<file path="config.mk">
export PLATFORM = sky130hd
export DESIGN_NAME = loop_autotune_onoff_control
export DESIGN_NICKNAME = d
export VERILOG_FILES = /design/src/shared/loop_autotune_pkg.sv /design/src/logic/pid_pwm.sv /design/src/logic/loop_autotune_onoff_control.sv
export SDC_FILE = /design/constraint.sdc
export NUM_CORES = 2
export LEC_CHECK = 0
export ABC_AREA = 1
export ABC_CLOCK_PERIOD_IN_PS = 13500
export BUFFER_PORTS_ARGS = -buffer_cell sky130_fd_sc_hd__buf_4
export CAP_MARGIN = 40
export CORE_AREA = 2 2 312 437
export CTS_BUF_LIST = sky130_fd_sc_hd__clkbuf_8
export DETAILED_ROUTE_END_ITERATION = 10
export DIE_AREA = 0 0 314 439
export HOLD_SLACK_MARGIN = 0.03
export MAX_ROUTING_LAYER = met4
export PLACE_DENSITY_LB_ADDON = 0.25
export SLEW_MARGIN = 20
export SYNTH_ARGS = -nofsm -noshare
export SYNTH_HDL_FRONTEND = slang
export SYNTH_SLANG_ARGS = --single-unit
</file>
<file path="constraint.sdc">
create_clock -name core_clk_i -period 13.5 [get_ports core_clk_i]
set_input_delay 2.025 -clock core_clk_i [delete_from_list [all_inputs] [get_ports core_clk_i]]
set_output_delay 2.025 -clock core_clk_i [all_outputs]
set_load 0.02 [all_outputs]
</file>
<file path="src/shared/loop_autotune_pkg.sv">
// Package of constants, types and register map for the loop autotune and on/off controller.
package loop_autotune_pkg;

    localparam int unsigned CLK_HZ          = 50_000_000;
    localparam int unsigned TUNE_MIN_MS     = 50;
    localparam int unsigned TUNE_MAX_MS     = 200;
    localparam int unsigned PERIOD_SEC_S    = 1;
    localparam int unsigned PERIOD_MIN_S    = 60;
    localparam int unsigned TUNE_MIN_CYC    = CLK_HZ / 1000 * TUNE_MIN_MS;
    localparam int unsigned TUNE_MAX_CYC    = CLK_HZ / 1000 * TUNE_MAX_MS;
    localparam int unsigned SEC_CYC         = CLK_HZ * PERIOD_SEC_S;
    localparam int unsigned MIN_CYC         = CLK_HZ * PERIOD_MIN_S;

    localparam logic [7:0]  ADDR_CTRL       = 8'h00;
    localparam logic [7:0]  ADDR_TUNE_CFG   = 8'h04;
    localparam logic [7:0]  ADDR_GAIN       = 8'h08;
    localparam logic [7:0]  ADDR_CMD        = 8'h0C;
    localparam logic [7:0]  ADDR_STATUS     = 8'h10;
    localparam logic [7:0]  ADDR_COEF_A     = 8'h14;
    localparam logic [7:0]  ADDR_COEF_B     = 8'h18;
    localparam logic [7:0]  ADDR_COEF_C     = 8'h1C;
    localparam logic [7:0]  ADDR_USER_A     = 8'h20;
    localparam logic [7:0]  ADDR_USER_B     = 8'h24;
    localparam logic [7:0]  ADDR_USER_C     = 8'h28;
    localparam logic [7:0]  ADDR_DUTY       = 8'h2C;

    localparam int unsigned CMD_ON_BIT      = 0;
    localparam int unsigned CMD_TUNE_BIT    = 1;
    localparam int unsigned CMD_SAVE_BIT    = 2;

    localparam logic [6:0]  GAIN_RESET      = 7'h32;
    localparam logic [6:0]  GAIN_MAX        = 7'h64;
    localparam logic [6:0]  GAIN_MIN        = 7'h0A;

    localparam logic [15:0] SAFE_A          = 16'h0400;
    localparam logic [15:0] SAFE_B          = 16'hF900;
    localparam logic [15:0] SAFE_C          = 16'h0300;
    localparam logic [15:0] USER_A_RESET    = 16'h0100;
    localparam logic [15:0] USER_B_RESET    = 16'hFE80;
    localparam logic [15:0] USER_C_RESET    = 16'h0080;

    localparam logic [1:0]  RESP_OKAY       = 2'b00;
    localparam logic [1:0]  RESP_SLVERR     = 2'b10;
    localparam logic [7:0]  PWM_PERIOD      = 8'hFF;

    typedef enum logic [1:0] { ONOFF_PIN, ONOFF_ALWAYS, ONOFF_BUS } onoff_mode_e;
    typedef enum logic [1:0] { TUNE_OFF, TUNE_ONCE, TUNE_SEC, TUNE_MIN } tune_mode_e;
    typedef enum logic [1:0] { T_IDLE, T_RAMP, T_RUN } tune_state_e;

    typedef struct packed {
        logic [15:0] a;
        logic [15:0] b;
        logic [15:0] c;
    } coef_s;

endpackage

</file>
<file path="src/logic/pid_pwm.sv">
// Digital PID compensator driving a fixed-frequency PWM output.
`timescale 1ns/1ps
module pid_pwm
    import loop_autotune_pkg::*;
(
    input  wire logic        core_clk_i,
    input  wire logic        rst_n_i,
    input  wire logic        run_i,
    input  wire logic [15:0] error_i,
    input  wire coef_s       coef_i,
    output logic             pwm_o,
    output logic [7:0]       duty_o
);
    typedef struct packed {
        logic [15:0] e1;
        logic [15:0] e2;
        logic [31:0] acc;
        logic [7:0]  cnt;
        logic [7:0]  duty;
        logic        pwm;
    } pp_s;

    pp_s st_ff;
    pp_s nxt_st;
    logic [31:0] term;

    always_comb
    begin
        nxt_st = st_ff;
        // Operands are widened before the multiply so that no product loses its upper bits.
        term   = 32'($signed(coef_i.a)) * 32'($signed(error_i))
               + 32'($signed(coef_i.b)) * 32'($signed(st_ff.e1))
               + 32'($signed(coef_i.c)) * 32'($signed(st_ff.e2));
        nxt_st.cnt = st_ff.cnt + 8'h01;
        if (!run_i)
        begin
            nxt_st = '0;
        end
        else if (st_ff.cnt == PWM_PERIOD)
        begin
            // Incremental form: the integral sits in acc, updated once per PWM period.
            nxt_st.acc  = st_ff.acc + term;
            nxt_st.e2   = st_ff.e1;
            nxt_st.e1   = error_i;
            nxt_st.duty = nxt_st.acc[31] ? 8'h00 : nxt_st.acc[23:16];
        end
        nxt_st.pwm = run_i && (st_ff.cnt < st_ff.duty);
    end

    always_ff @(posedge core_clk_i or negedge rst_n_i)
    begin
        if (!rst_n_i)
            st_ff <= '0;
        else
            st_ff <= nxt_st;
    end

    assign pwm_o  = st_ff.pwm;
    assign duty_o = st_ff.duty;
endmodule

</file>
<file path="src/logic/loop_autotune_onoff_control.sv">
// Remote on/off, loop autotune sequencing and coefficient storage with an AXI4-Lite register slave.
//
// Functional notes
// - Default mode: output on while remote pin high, off when pin grounded.
// - Bus modes: always on, or on/off commanded only by bus writes.
// - Tuning starts after ramp-up completes, then its coefficient set is applied.
// - A tuning run completes between fifty and two hundred milliseconds.
// - Tune modes: off, once per enable, every second, every minute.
// - Option: tune only after first ramp since power-up, reuse later.
// - Power cycling clears the stored result so a fresh run follows.
// - Without the option, every ramp-up is followed by a tuning run.
// - A bus tune-trigger command starts the tuning algorithm.
// - Tuning result scaled by gain percent, ten to hundred, default fifty.
// - Loop uses only working coefficients, filled at reset from defaults and user store.
// - With tuning enabled at reset, load the safe default set, not user set.
// - Found tuned set is written into working coefficients and used.
// - Save command copies working coefficients into user store.
// - Tuning switched off to on loads the safe default set.
// - Tuning switched on to off reloads the user set into working coefficients.
// - Fixed-frequency PWM driven by PID on error with bus-set coefficients.
// - With tuning disabled at reset, the user set is loaded and used; tune mode resets to once here, so reset always loads the safe set.
//
// Implementation choices: the AXI4-Lite slave port and the register offsets.
`timescale 1ns/1ps
module loop_autotune_onoff_control
    import loop_autotune_pkg::*;
#(
    parameter int unsigned TUNE_CYC = TUNE_MIN_CYC,
    parameter int unsigned RAMP_CYC = 5000,
    parameter int unsigned SEC_CNT  = SEC_CYC,
    parameter int unsigned MIN_CNT  = MIN_CYC
)
(
    input  wire logic        core_clk_i,
    input  wire logic        rst_n_i,
    input  wire logic        remote_on_i,
    input  wire logic [15:0] error_i,
    input  wire logic [31:0] s_axi_awaddr,
    input  wire logic        s_axi_awvalid,
    output logic             s_axi_awready,
    input  wire logic [31:0] s_axi_wdata,
    input  wire logic [3:0]  s_axi_wstrb,
    input  wire logic        s_axi_wvalid,
    output logic             s_axi_wready,
    output logic [1:0]       s_axi_bresp,
    output logic             s_axi_bvalid,
    input  wire logic        s_axi_bready,
    input  wire logic [31:0] s_axi_araddr,
    input  wire logic        s_axi_arvalid,
    output logic             s_axi_arready,
    output logic [31:0]      s_axi_rdata,
    output logic [1:0]       s_axi_rresp,
    output logic             s_axi_rvalid,
    input  wire logic        s_axi_rready,
    output logic             out_enable_o,
    output logic             tune_busy_o,
    output logic             pwm_o
);
    typedef struct packed {
        logic        aw_got;
        logic        w_got;
        logic [7:0]  awaddr;
        logic [31:0] wdata;
        logic [3:0]  wstrb;
        logic        bvalid;
        logic [1:0]  bresp;
        logic        rvalid;
        logic [31:0] rdata;
        logic [1:0]  rresp;
        onoff_mode_e onoff_mode;
        logic        bus_on;
        tune_mode_e  tune_mode;
        logic        first_only;
        logic [6:0]  gain;
        coef_s       coef;
        coef_s       user;
        coef_s       held;
        logic        held_valid;
        logic        init_done;
        tune_state_e tstate;
        logic [31:0] tcnt;
        logic [31:0] tbase;
        logic        enable;
        logic        tuned_once;
        logic [31:0] tune_count;
    } st_s;

    st_s         st_ff;
    st_s         nxt_st;
    logic        wr_go;
    logic        want_on;
    logic        manual_trig;
    logic        periodic_due;
    logic [31:0] period_cyc;
    logic [7:0]  duty;
    coef_s       found;

    // Tuned set is the safe set scaled by gain percent; a real measurement would replace this.
    function automatic logic [15:0] scale(input logic [15:0] v, input logic [6:0] g);
        logic [31:0] p;
        p = 32'($signed(v)) * 32'($signed({1'b0, g})) / 32'sd100;
        return p[15:0];
    endfunction

    always_comb
    begin
        nxt_st       = st_ff;
        wr_go        = st_ff.aw_got && st_ff.w_got && !st_ff.bvalid;
        manual_trig  = 1'b0;
        period_cyc   = (st_ff.tune_mode == TUNE_MIN) ? MIN_CNT : SEC_CNT;
        periodic_due = 1'b0;
        found.a      = scale(SAFE_A, st_ff.gain);
        found.b      = scale(SAFE_B, st_ff.gain);
        found.c      = scale(SAFE_C, st_ff.gain);

        if (!st_ff.init_done)
        begin
            nxt_st.init_done = 1'b1;
            nxt_st.coef      = (st_ff.tune_mode != TUNE_OFF) ? coef_s'{SAFE_A, SAFE_B, SAFE_C} : st_ff.user;
        end

        if (s_axi_awvalid && !st_ff.aw_got)
        begin
            nxt_st.aw_got = 1'b1;
            nxt_st.awaddr = s_axi_awaddr[7:0];
        end
        if (s_axi_wvalid && !st_ff.w_got)
        begin
            nxt_st.w_got = 1'b1;
            nxt_st.wdata = s_axi_wdata;
            nxt_st.wstrb = s_axi_wstrb;
        end
        if (st_ff.bvalid && s_axi_bready)
            nxt_st.bvalid = 1'b0;
        if (wr_go)
        begin
            nxt_st.aw_got = 1'b0;
            nxt_st.w_got  = 1'b0;
            nxt_st.bvalid = 1'b1;
            nxt_st.bresp  = RESP_OKAY;
            unique case (st_ff.awaddr)
                ADDR_CTRL:
                    if (st_ff.wstrb[0])
                        nxt_st.onoff_mode = onoff_mode_e'((st_ff.wdata[1:0] == 2'b11) ? 2'b00 : st_ff.wdata[1:0]);
                ADDR_TUNE_CFG:
                    if (st_ff.wstrb[0])
                    begin
                        nxt_st.tune_mode  = tune_mode_e'(st_ff.wdata[1:0]);
                        nxt_st.first_only = st_ff.wdata[2];
                        if (st_ff.tune_mode == TUNE_OFF && st_ff.wdata[1:0] != 2'b00)
                            nxt_st.coef = coef_s'{SAFE_A, SAFE_B, SAFE_C};
                        else if (st_ff.tune_mode != TUNE_OFF && st_ff.wdata[1:0] == 2'b00)
                        begin
                            nxt_st.coef   = st_ff.user;
                            nxt_st.tstate = (st_ff.tstate == T_RUN) ? T_IDLE : st_ff.tstate;
                        end
                    end
                ADDR_GAIN:
                    if (st_ff.wstrb[0])
                        nxt_st.gain = (st_ff.wdata[6:0] > GAIN_MAX) ? GAIN_MAX :
                                      (st_ff.wdata[6:0] < GAIN_MIN) ? GAIN_MIN : st_ff.wdata[6:0];
                ADDR_CMD:
                    if (st_ff.wstrb[0])
                    begin
                        nxt_st.bus_on = st_ff.wdata[CMD_ON_BIT];
                        manual_trig   = st_ff.wdata[CMD_TUNE_BIT] && st_ff.enable;
                        if (st_ff.wdata[CMD_SAVE_BIT])
                            nxt_st.user = st_ff.coef;
                    end
                ADDR_COEF_A:
                    nxt_st.coef.a = st_ff.wdata[15:0];
                ADDR_COEF_B:
                    nxt_st.coef.b = st_ff.wdata[15:0];
                ADDR_COEF_C:
                    nxt_st.coef.c = st_ff.wdata[15:0];
                ADDR_USER_A:
                    nxt_st.user.a = st_ff.wdata[15:0];
                ADDR_USER_B:
                    nxt_st.user.b = st_ff.wdata[15:0];
                ADDR_USER_C:
                    nxt_st.user.c = st_ff.wdata[15:0];
                default:
                    nxt_st.bresp = RESP_SLVERR;
            endcase
        end

        if (st_ff.rvalid && s_axi_rready)
            nxt_st.rvalid = 1'b0;
        if (s_axi_arvalid && !st_ff.rvalid)
        begin
            nxt_st.rvalid = 1'b1;
            nxt_st.rresp  = RESP_OKAY;
            unique case (s_axi_araddr[7:0])
                ADDR_CTRL:     nxt_st.rdata = {30'h0, st_ff.onoff_mode};
                ADDR_TUNE_CFG: nxt_st.rdata = {29'h0, st_ff.first_only, st_ff.tune_mode};
                ADDR_GAIN:     nxt_st.rdata = {25'h0, st_ff.gain};
                ADDR_CMD:      nxt_st.rdata = {31'h0, st_ff.bus_on};
                ADDR_STATUS:   nxt_st.rdata = {st_ff.tune_count[27:0], st_ff.held_valid,
                                               st_ff.tstate == T_RUN, st_ff.tstate == T_RAMP, st_ff.enable};
                ADDR_COEF_A:   nxt_st.rdata = {16'h0, st_ff.coef.a};
                ADDR_COEF_B:   nxt_st.rdata = {16'h0, st_ff.coef.b};
                ADDR_COEF_C:   nxt_st.rdata = {16'h0, st_ff.coef.c};
                ADDR_USER_A:   nxt_st.rdata = {16'h0, st_ff.user.a};
                ADDR_USER_B:   nxt_st.rdata = {16'h0, st_ff.user.b};
                ADDR_USER_C:   nxt_st.rdata = {16'h0, st_ff.user.c};
                ADDR_DUTY:     nxt_st.rdata = {24'h0, duty};
                default:
                begin
                    nxt_st.rdata = 32'h0000_0000;
                    nxt_st.rresp = RESP_SLVERR;
                end
            endcase
        end

        unique case (st_ff.onoff_mode)
            ONOFF_PIN:    want_on = remote_on_i;
            ONOFF_ALWAYS: want_on = 1'b1;
            ONOFF_BUS:    want_on = st_ff.bus_on;
            default:      want_on = 1'b0;
        endcase
        nxt_st.enable = want_on && st_ff.init_done;

        // Periodic runs count from the last trigger so that manual runs also reset the interval.
        nxt_st.tbase = st_ff.tbase + 32'd1;
        if ((st_ff.tune_mode == TUNE_SEC || st_ff.tune_mode == TUNE_MIN) && st_ff.tbase >= period_cyc - 32'd1)
            periodic_due = 1'b1;

        unique case (st_ff.tstate)
            T_IDLE:
            begin
                if (nxt_st.enable && !st_ff.enable)
                begin
                    nxt_st.tstate = T_RAMP;
                    nxt_st.tcnt   = 32'd0;
                end
                else if (st_ff.enable && st_ff.tune_mode != TUNE_OFF && (manual_trig || periodic_due))
                begin
                    nxt_st.tstate = T_RUN;
                    nxt_st.tcnt   = 32'd0;
                    nxt_st.tbase  = 32'd0;
                end
            end
            T_RAMP:
            begin
                nxt_st.tcnt = st_ff.tcnt + 32'd1;
                if (st_ff.tcnt >= RAMP_CYC - 32'd1)
                begin
                    nxt_st.tcnt = 32'd0;
                    if (st_ff.tune_mode == TUNE_OFF)
                        nxt_st.tstate = T_IDLE;
                    else if (st_ff.first_only && st_ff.held_valid)
                    begin
                        nxt_st.tstate = T_IDLE;
                        nxt_st.coef   = st_ff.held;
                    end
                    else
                    begin
                        nxt_st.tstate = T_RUN;
                        nxt_st.tbase  = 32'd0;
                    end
                end
            end
            T_RUN:
            begin
                nxt_st.tcnt = st_ff.tcnt + 32'd1;
                if (st_ff.tcnt >= TUNE_CYC - 32'd1)
                begin
                    nxt_st.tstate     = T_IDLE;
                    nxt_st.coef       = found;
                    nxt_st.held       = found;
                    nxt_st.held_valid = 1'b1;
                    nxt_st.tune_count = st_ff.tune_count + 32'd1;
                end
            end
        endcase
        if (!nxt_st.enable && st_ff.tstate != T_IDLE)
            nxt_st.tstate = T_IDLE;
    end

    always_ff @(posedge core_clk_i or negedge rst_n_i)
    begin
        if (!rst_n_i)
        begin
            st_ff            <= '0;
            st_ff.onoff_mode <= ONOFF_PIN;
            st_ff.tune_mode  <= TUNE_ONCE;
            st_ff.gain       <= GAIN_RESET;
            st_ff.user       <= coef_s'{USER_A_RESET, USER_B_RESET, USER_C_RESET};
            st_ff.tstate     <= T_IDLE;
            // Power-up clears the held result, forcing a fresh run.
            st_ff.held_valid <= 1'b0;
        end
        else
            st_ff <= nxt_st;
    end

    pid_pwm u_pid_pwm (
        .core_clk_i (core_clk_i),
        .rst_n_i    (rst_n_i),
        .run_i      (st_ff.enable),
        .error_i    (error_i),
        .coef_i     (st_ff.coef),
        .pwm_o      (pwm_o),
        .duty_o     (duty)
    );

    assign s_axi_awready = !st_ff.aw_got;
    assign s_axi_wready  = !st_ff.w_got;
    assign s_axi_bvalid  = st_ff.bvalid;
    assign s_axi_bresp   = st_ff.bresp;
    assign s_axi_arready = !st_ff.rvalid;
    assign s_axi_rvalid  = st_ff.rvalid;
    assign s_axi_rdata   = st_ff.rdata;
    assign s_axi_rresp   = st_ff.rresp;
    assign out_enable_o  = st_ff.enable;
    assign tune_busy_o   = (st_ff.tstate == T_RUN);
endmodule

</file>
* Word-level counts from Yosys, hierarchy flattened
Cells that the tools add are included.
Cells by class: multiply operators 5, $add $sub $neg 8, reductions and logical operators 52, divide/modulo/power cells 3, equality and inequality tests 32, magnitude comparators 6, mux-type cells 62
Operators with widths (number):
- 48-bit two-way mux | 11
- 32-bit one-hot mux with 12 select lines | 1
- 16-bit one-hot mux with 2 select lines | 6
- 66-bit two-way mux | 2
- 32-bit two-way mux | 4
- 64-bit two-way mux | 2
- 34-bit one-hot mux with 3 select lines | 1
- 32-bit by 1-bit adder with 32-bit output (second input constant) | 3
- 32-bit adder | 3
- 16-bit by 16-bit multiplier with 32-bit output | 3
- 96-bit two-way mux | 1
- 48-bit one-hot mux with 2 select lines | 1
- 32-bit by 8-bit divider with 32-bit output (second input constant) | 2
- 32-bit one-hot mux with 2 select lines | 1
- 8-bit by 5-bit equality test with 1-bit output (second input constant) | 7
- 8-bit by 6-bit equality test with 1-bit output (second input constant) | 7
- 35-bit two-way mux | 1
- 34-bit two-way mux | 1
- 18-bit by 8-bit divider with 32-bit output (second input constant) | 1
- 8-bit by 4-bit equality test with 1-bit output (second input constant) | 4
- 32-bit by 13-bit greater-or-equal comparator with 1-bit output (second input constant) | 1
- 32-bit by 22-bit greater-or-equal comparator with 1-bit output (second input constant) | 1
- 32-bit greater-or-equal comparator | 1
- 8-bit two-way mux | 4
- other kinds (30) | 99
Storage, ports and cells: output and inout port bits 44, word-level logic and storage cells 205, flip-flop bits (word level) 404, input bits 124

* Longest topological paths before layout
word-level depth 12, depth in mapped cells 97

* By module
A second synthesis with hierarchy kept.
Second synthesis, totals: cell total of the unflattened synthesis 7874, area total of the unflattened synthesis 60571.8 um2
By module, submodules not included:
- pid_pwm | area an instance 34543.1 um2, cells an instance 4043, seq. area each 2026.9 um2, times used 1
- loop_autotune_onoff_control | area an instance 26028.7 um2, cells an instance 3831, seq. area each 7699.9 um2, times used 1

* Least setup slack after synthesis
OpenSTA, ideal clock, no wires.
path kind reg2reg, start point register st_ff[246] in the netlist's numbering, end point register st_ff[228] in the netlist's numbering, setup slack 2.005 ns, required time 13.371 ns, library setup time 0.129 ns, stages on the path, launching flop included 93, arrival time 11.366 ns, period minus slack after synthesis 11.495 ns, buffers on the path 4, cells stage by stage dfrtp_1 -> inv_2 -> clkbuf_1 -> fa_1 -> ha_1 -> ha_1 -> inv_1 -> nand2_1 -> nand2_1 -> nand3_1 -> nor2_1 -> nand2_1 -> nand2_1 -> nand2_2 -> nor2_1 -> nand2_2 -> nand2_4 -> nand2_4 -> [... 57 more ...] -> nand3_1 -> and3_1 -> nand2_2 -> a21oi_4 -> nand3_1 -> inv_2 -> ha_1 -> nand2_1 -> nor2_1 -> inv_1 -> nor2_1 -> nand4_1 -> nor3_1 -> nor2_1 -> nand2_1 -> inv_1 -> o21ai_0 -> o21ai_0
RTL lines:
- from (decl) | RTL line loop_autotune_onoff_control.sv:88 | st_s st_ff;
- from (signal assigned) | RTL line loop_autotune_onoff_control.sv:294 | st_ff <= nxt_st;

==> flow_summary.json <==
{
  "hold_viol": 0,
  "cts_hold_buf": 0,
  "cp_max_fo": 13,
  "grt_pass1_wl_um": 299100,
  "path_class": "reg2reg",
  "synth_edf_count": 0,
  "slowest_delay_ns": 0.54,
  "path_delay_family": "simple AND/OR/NAND/NOR gates",
  "setup_violations": 0,
  "ys.flop_type": "dfrtp_1",
  "synth_top_family_by_area": "adder cells",
  "io_pins": 168,
  "start_util_pct": 44.74,
  "mostFrequentLayoutCells": "1840 x nand2_1, 1693 x inv_1, 941 x fa_1",
  "yosysWarnings": 0,
  "synth-compound-area-share_pct": 8.768,
  "drt_iter0_drc": 3295,
  "drt_wl_total_um": 191600,
  "yosys.area.top_type": "fa_1",
  "period_needed_ns": 12.22,
  "syn_area_um2": 59910,
  "io_buffers": 98,
  "slew_viol_final": 0,
  "gr-total-overflow": 0,
  "grt_pass1_vias": 52870,
  "place_hpwl_um": 154400,
  "synth_xor_area_share_pct": 2.483,
  "cp.required_ns": 14.20,
  "skew_ns": 0.05669,
  "final_common_cell": "nand2_1",
  "hp-class": "reg2reg",
  "yosys_register_bits": 388,
  "startpoint_type": "flop",
  "drt_first_pass_iters": 6,
  "vias": 50150,
  "async_flop_share_pct": 100.0,
  "cts_sinks": 388,
  "track_usage_pct": 29.45,
  "rsz0062_at_grt": "false",
  "grt_antenna_before_repair": 7,
  "crit_top_cell": "nand2_2",
  "cts_tree": "built",
  "clock_latency_ns": 0.83,
  "ant_nets": 0,
  "fp-row-count": 159,
  "status": "complete, no violations",
  "die_area_um2": 137800,
  "slowest_stage": "dfstp_2",
  "grt_start_max_net_pins": 104,
  "cts.reportedPaths.clkPinSlew_ns": 0.06,
  "die-height_um": 439,
  "gp_congestion": 0.9710,
  "viasPerCell": 5.326,
  "htreeDepth": 3,
  "nFillCells": 13250,
  "cp_num_buf_inv": 10,
  "fmax_mhz": 81.84,
  "cts_made_buffers": 75,
  "synthAdderAreaFrac_pct": 37.02,
  "core_um2": 133900,
  "setup.worst_path.end_class": "flop",
  "worstMarginPinSlew_ns": 0.9467,
  "slew_headroom_pct": 36.82,
  "ys_types": 85,
  "yosys.area_share.simple_pct": 21.73,
  "tns_ns": 0,
  "drive_above_1_share_pct": 9.230,
  "synthTopCellsByArea": "fa_1 31%, dfrtp_1 16%, nand2_1 12%, inv_1 11%, ha_1 5.6%",
  "finalWorstSetupSlack_ns": 1.281,
  "area_delta_synth_final_pct": 6.897,
  "die_w_um": 314,
  "post_drt_wl_per_cell_um": 20.35,
  "syn_area_per_cell_um2": 7.830,
  "yosysSeqAreaShare_pct": 16.24,
  "post-route-period-util_pct": 90.51,
  "netlist_instances": 7651,
  "maxCapViolCount": 0,
  "cp_data_arrival_time_ns": 12.92,
  "dp_slack_ns": 0.5651,
  "yosysTopAreaCellShare_pct": 31.45,
  "clock-root-buffer": "clkbuf_8",
  "nets": 8912,
  "clock_path_buffers": 3,
  "drc": 0,
  "synth.area.mux_share_pct": 0.09399
}
registers in the layout, summed over array words and instances (netlist names):
register and cells:
u_pid_pwm.duty_o 8, s_axi_rvalid 1, u_pid_pwm.pwm_o 1, u_pid_pwm.st_ff 72, s_axi_bvalid 1, st_ff 270
s_axi_bresp 1, s_axi_rresp 1, s_axi_rdata 32, out_enable_o 1
repair_timing:
action,CTS,global route
setup endpoints to repair,0,10
setup buffers,0,12
resized for setup,0,10
layout make-up:
cell class | count | area, um2 | area share (%)
multi-input cells | 5163 | 42080 | 65.71
flip-flops and latches | 388 | 9732 | 15.20
inverters | 1744 | 6565 | 10.25
well taps | 1771 | 2216 | 3.460
repair buffers | 208 | 1784 | 2.786
clock buffers | 93 | 1280 | 1.999
clock inverters | 42 | 364.1 | 0.5686
diodes | 7 | 17.52 | 0.02735
Yosys cell counts, types with 18 or more instances:
| cell | number |
|---|---|
| nand3_1 | 236 |
| nand2_4 | 36 |
| dfrtp_1 | 374 |
| nor2_4 | 24 |
| nor4_1 | 23 |
| ha_1 | 267 |
| a31oi_1 | 44 |
| nand3_2 | 32 |
| nand4_1 | 79 |
| nand3b_1 | 18 |
| buf_4 | 39 |
| nand2_1 | 1841 |
| fa_1 | 941 |
| o211ai_1 | 83 |
| xnor2_1 | 51 |
| nand2_2 | 105 |
| o22ai_1 | 60 |
| xor2_1 | 94 |
| inv_1 | 1681 |
| inv_2 | 46 |
| o21ai_0 | 341 |
| nor2_1 | 343 |
| a21oi_1 | 221 |
| clkbuf_1 | 284 |
| nor3_1 | 104 |
path summary, 6_finish.rpt:
| kind | startpoint | to | slack [ns] | cells after the start |
|---|---|---|---|---|
| setup / recovery | st_ff[247] | st_ff[228] | 1.28 | 88 |
| hold / removal | s_axi_rdata[28] | s_axi_rdata[28] | 0.49 | 2 |
| setup reg to reg | st_ff[247] | st_ff[228] | 1.28 | 88 |
| hold reg to reg | s_axi_rdata[28] | s_axi_rdata[28] | 0.49 | 2 |
| max in group asynchronous | rst_n_i | u_pid_pwm.st_ff[54] | 10.20 | 3 |
| min in group asynchronous | rst_n_i | st_ff[342] | 1.21 | 1 |
tightest hold or removal path: cells and delay by family, from the launching register on:
family           cells  cell delay [ns]
AND/OR/NAND/NOR      2             0.10
flip-flops           1             0.35
per-layer routing:
layer	vias to the layer above	routed length [um]	global-route usage [%]
met5	-	0	-
met4	0	18420	23.23
met3	638	9727	3.328
met2	1691	98880	52.00
met1	24830	64570	29.47
li1	22990	-	-
metrics by stage:
step,hold slack (ns),cells,utilization [%],instance area [um2]
global route,0.5016,9414,47.83,64030
CTS,0.4836,9391,47.65,63800
global placement,0.4626,9239,46.21,61870
finish,0.4874,9416,47.83,64040
floorplan,0.4439,7652,-,59910
detailed placement,0.4665,9256,46.43,62160
logic make-up (layout without fill, tap and decap cells):
group / Yosys count / count (layout)
multiplexers: 5 / 5
adder cells (fa/ha/maj): 1208 / 1208
AO/OA/AOI/OAI: 887 / 887
buffers and inverters: 2101 / 2087
XOR/XNOR: 157 / 157
flip-flops: 388 / 388
other: 2 / 10
AND/OR/NAND/NOR: 2903 / 2903
Power is left out: the tool's default activity adds up to more than one toggle a clock period on the data nets, which glitch-free logic cannot reach.
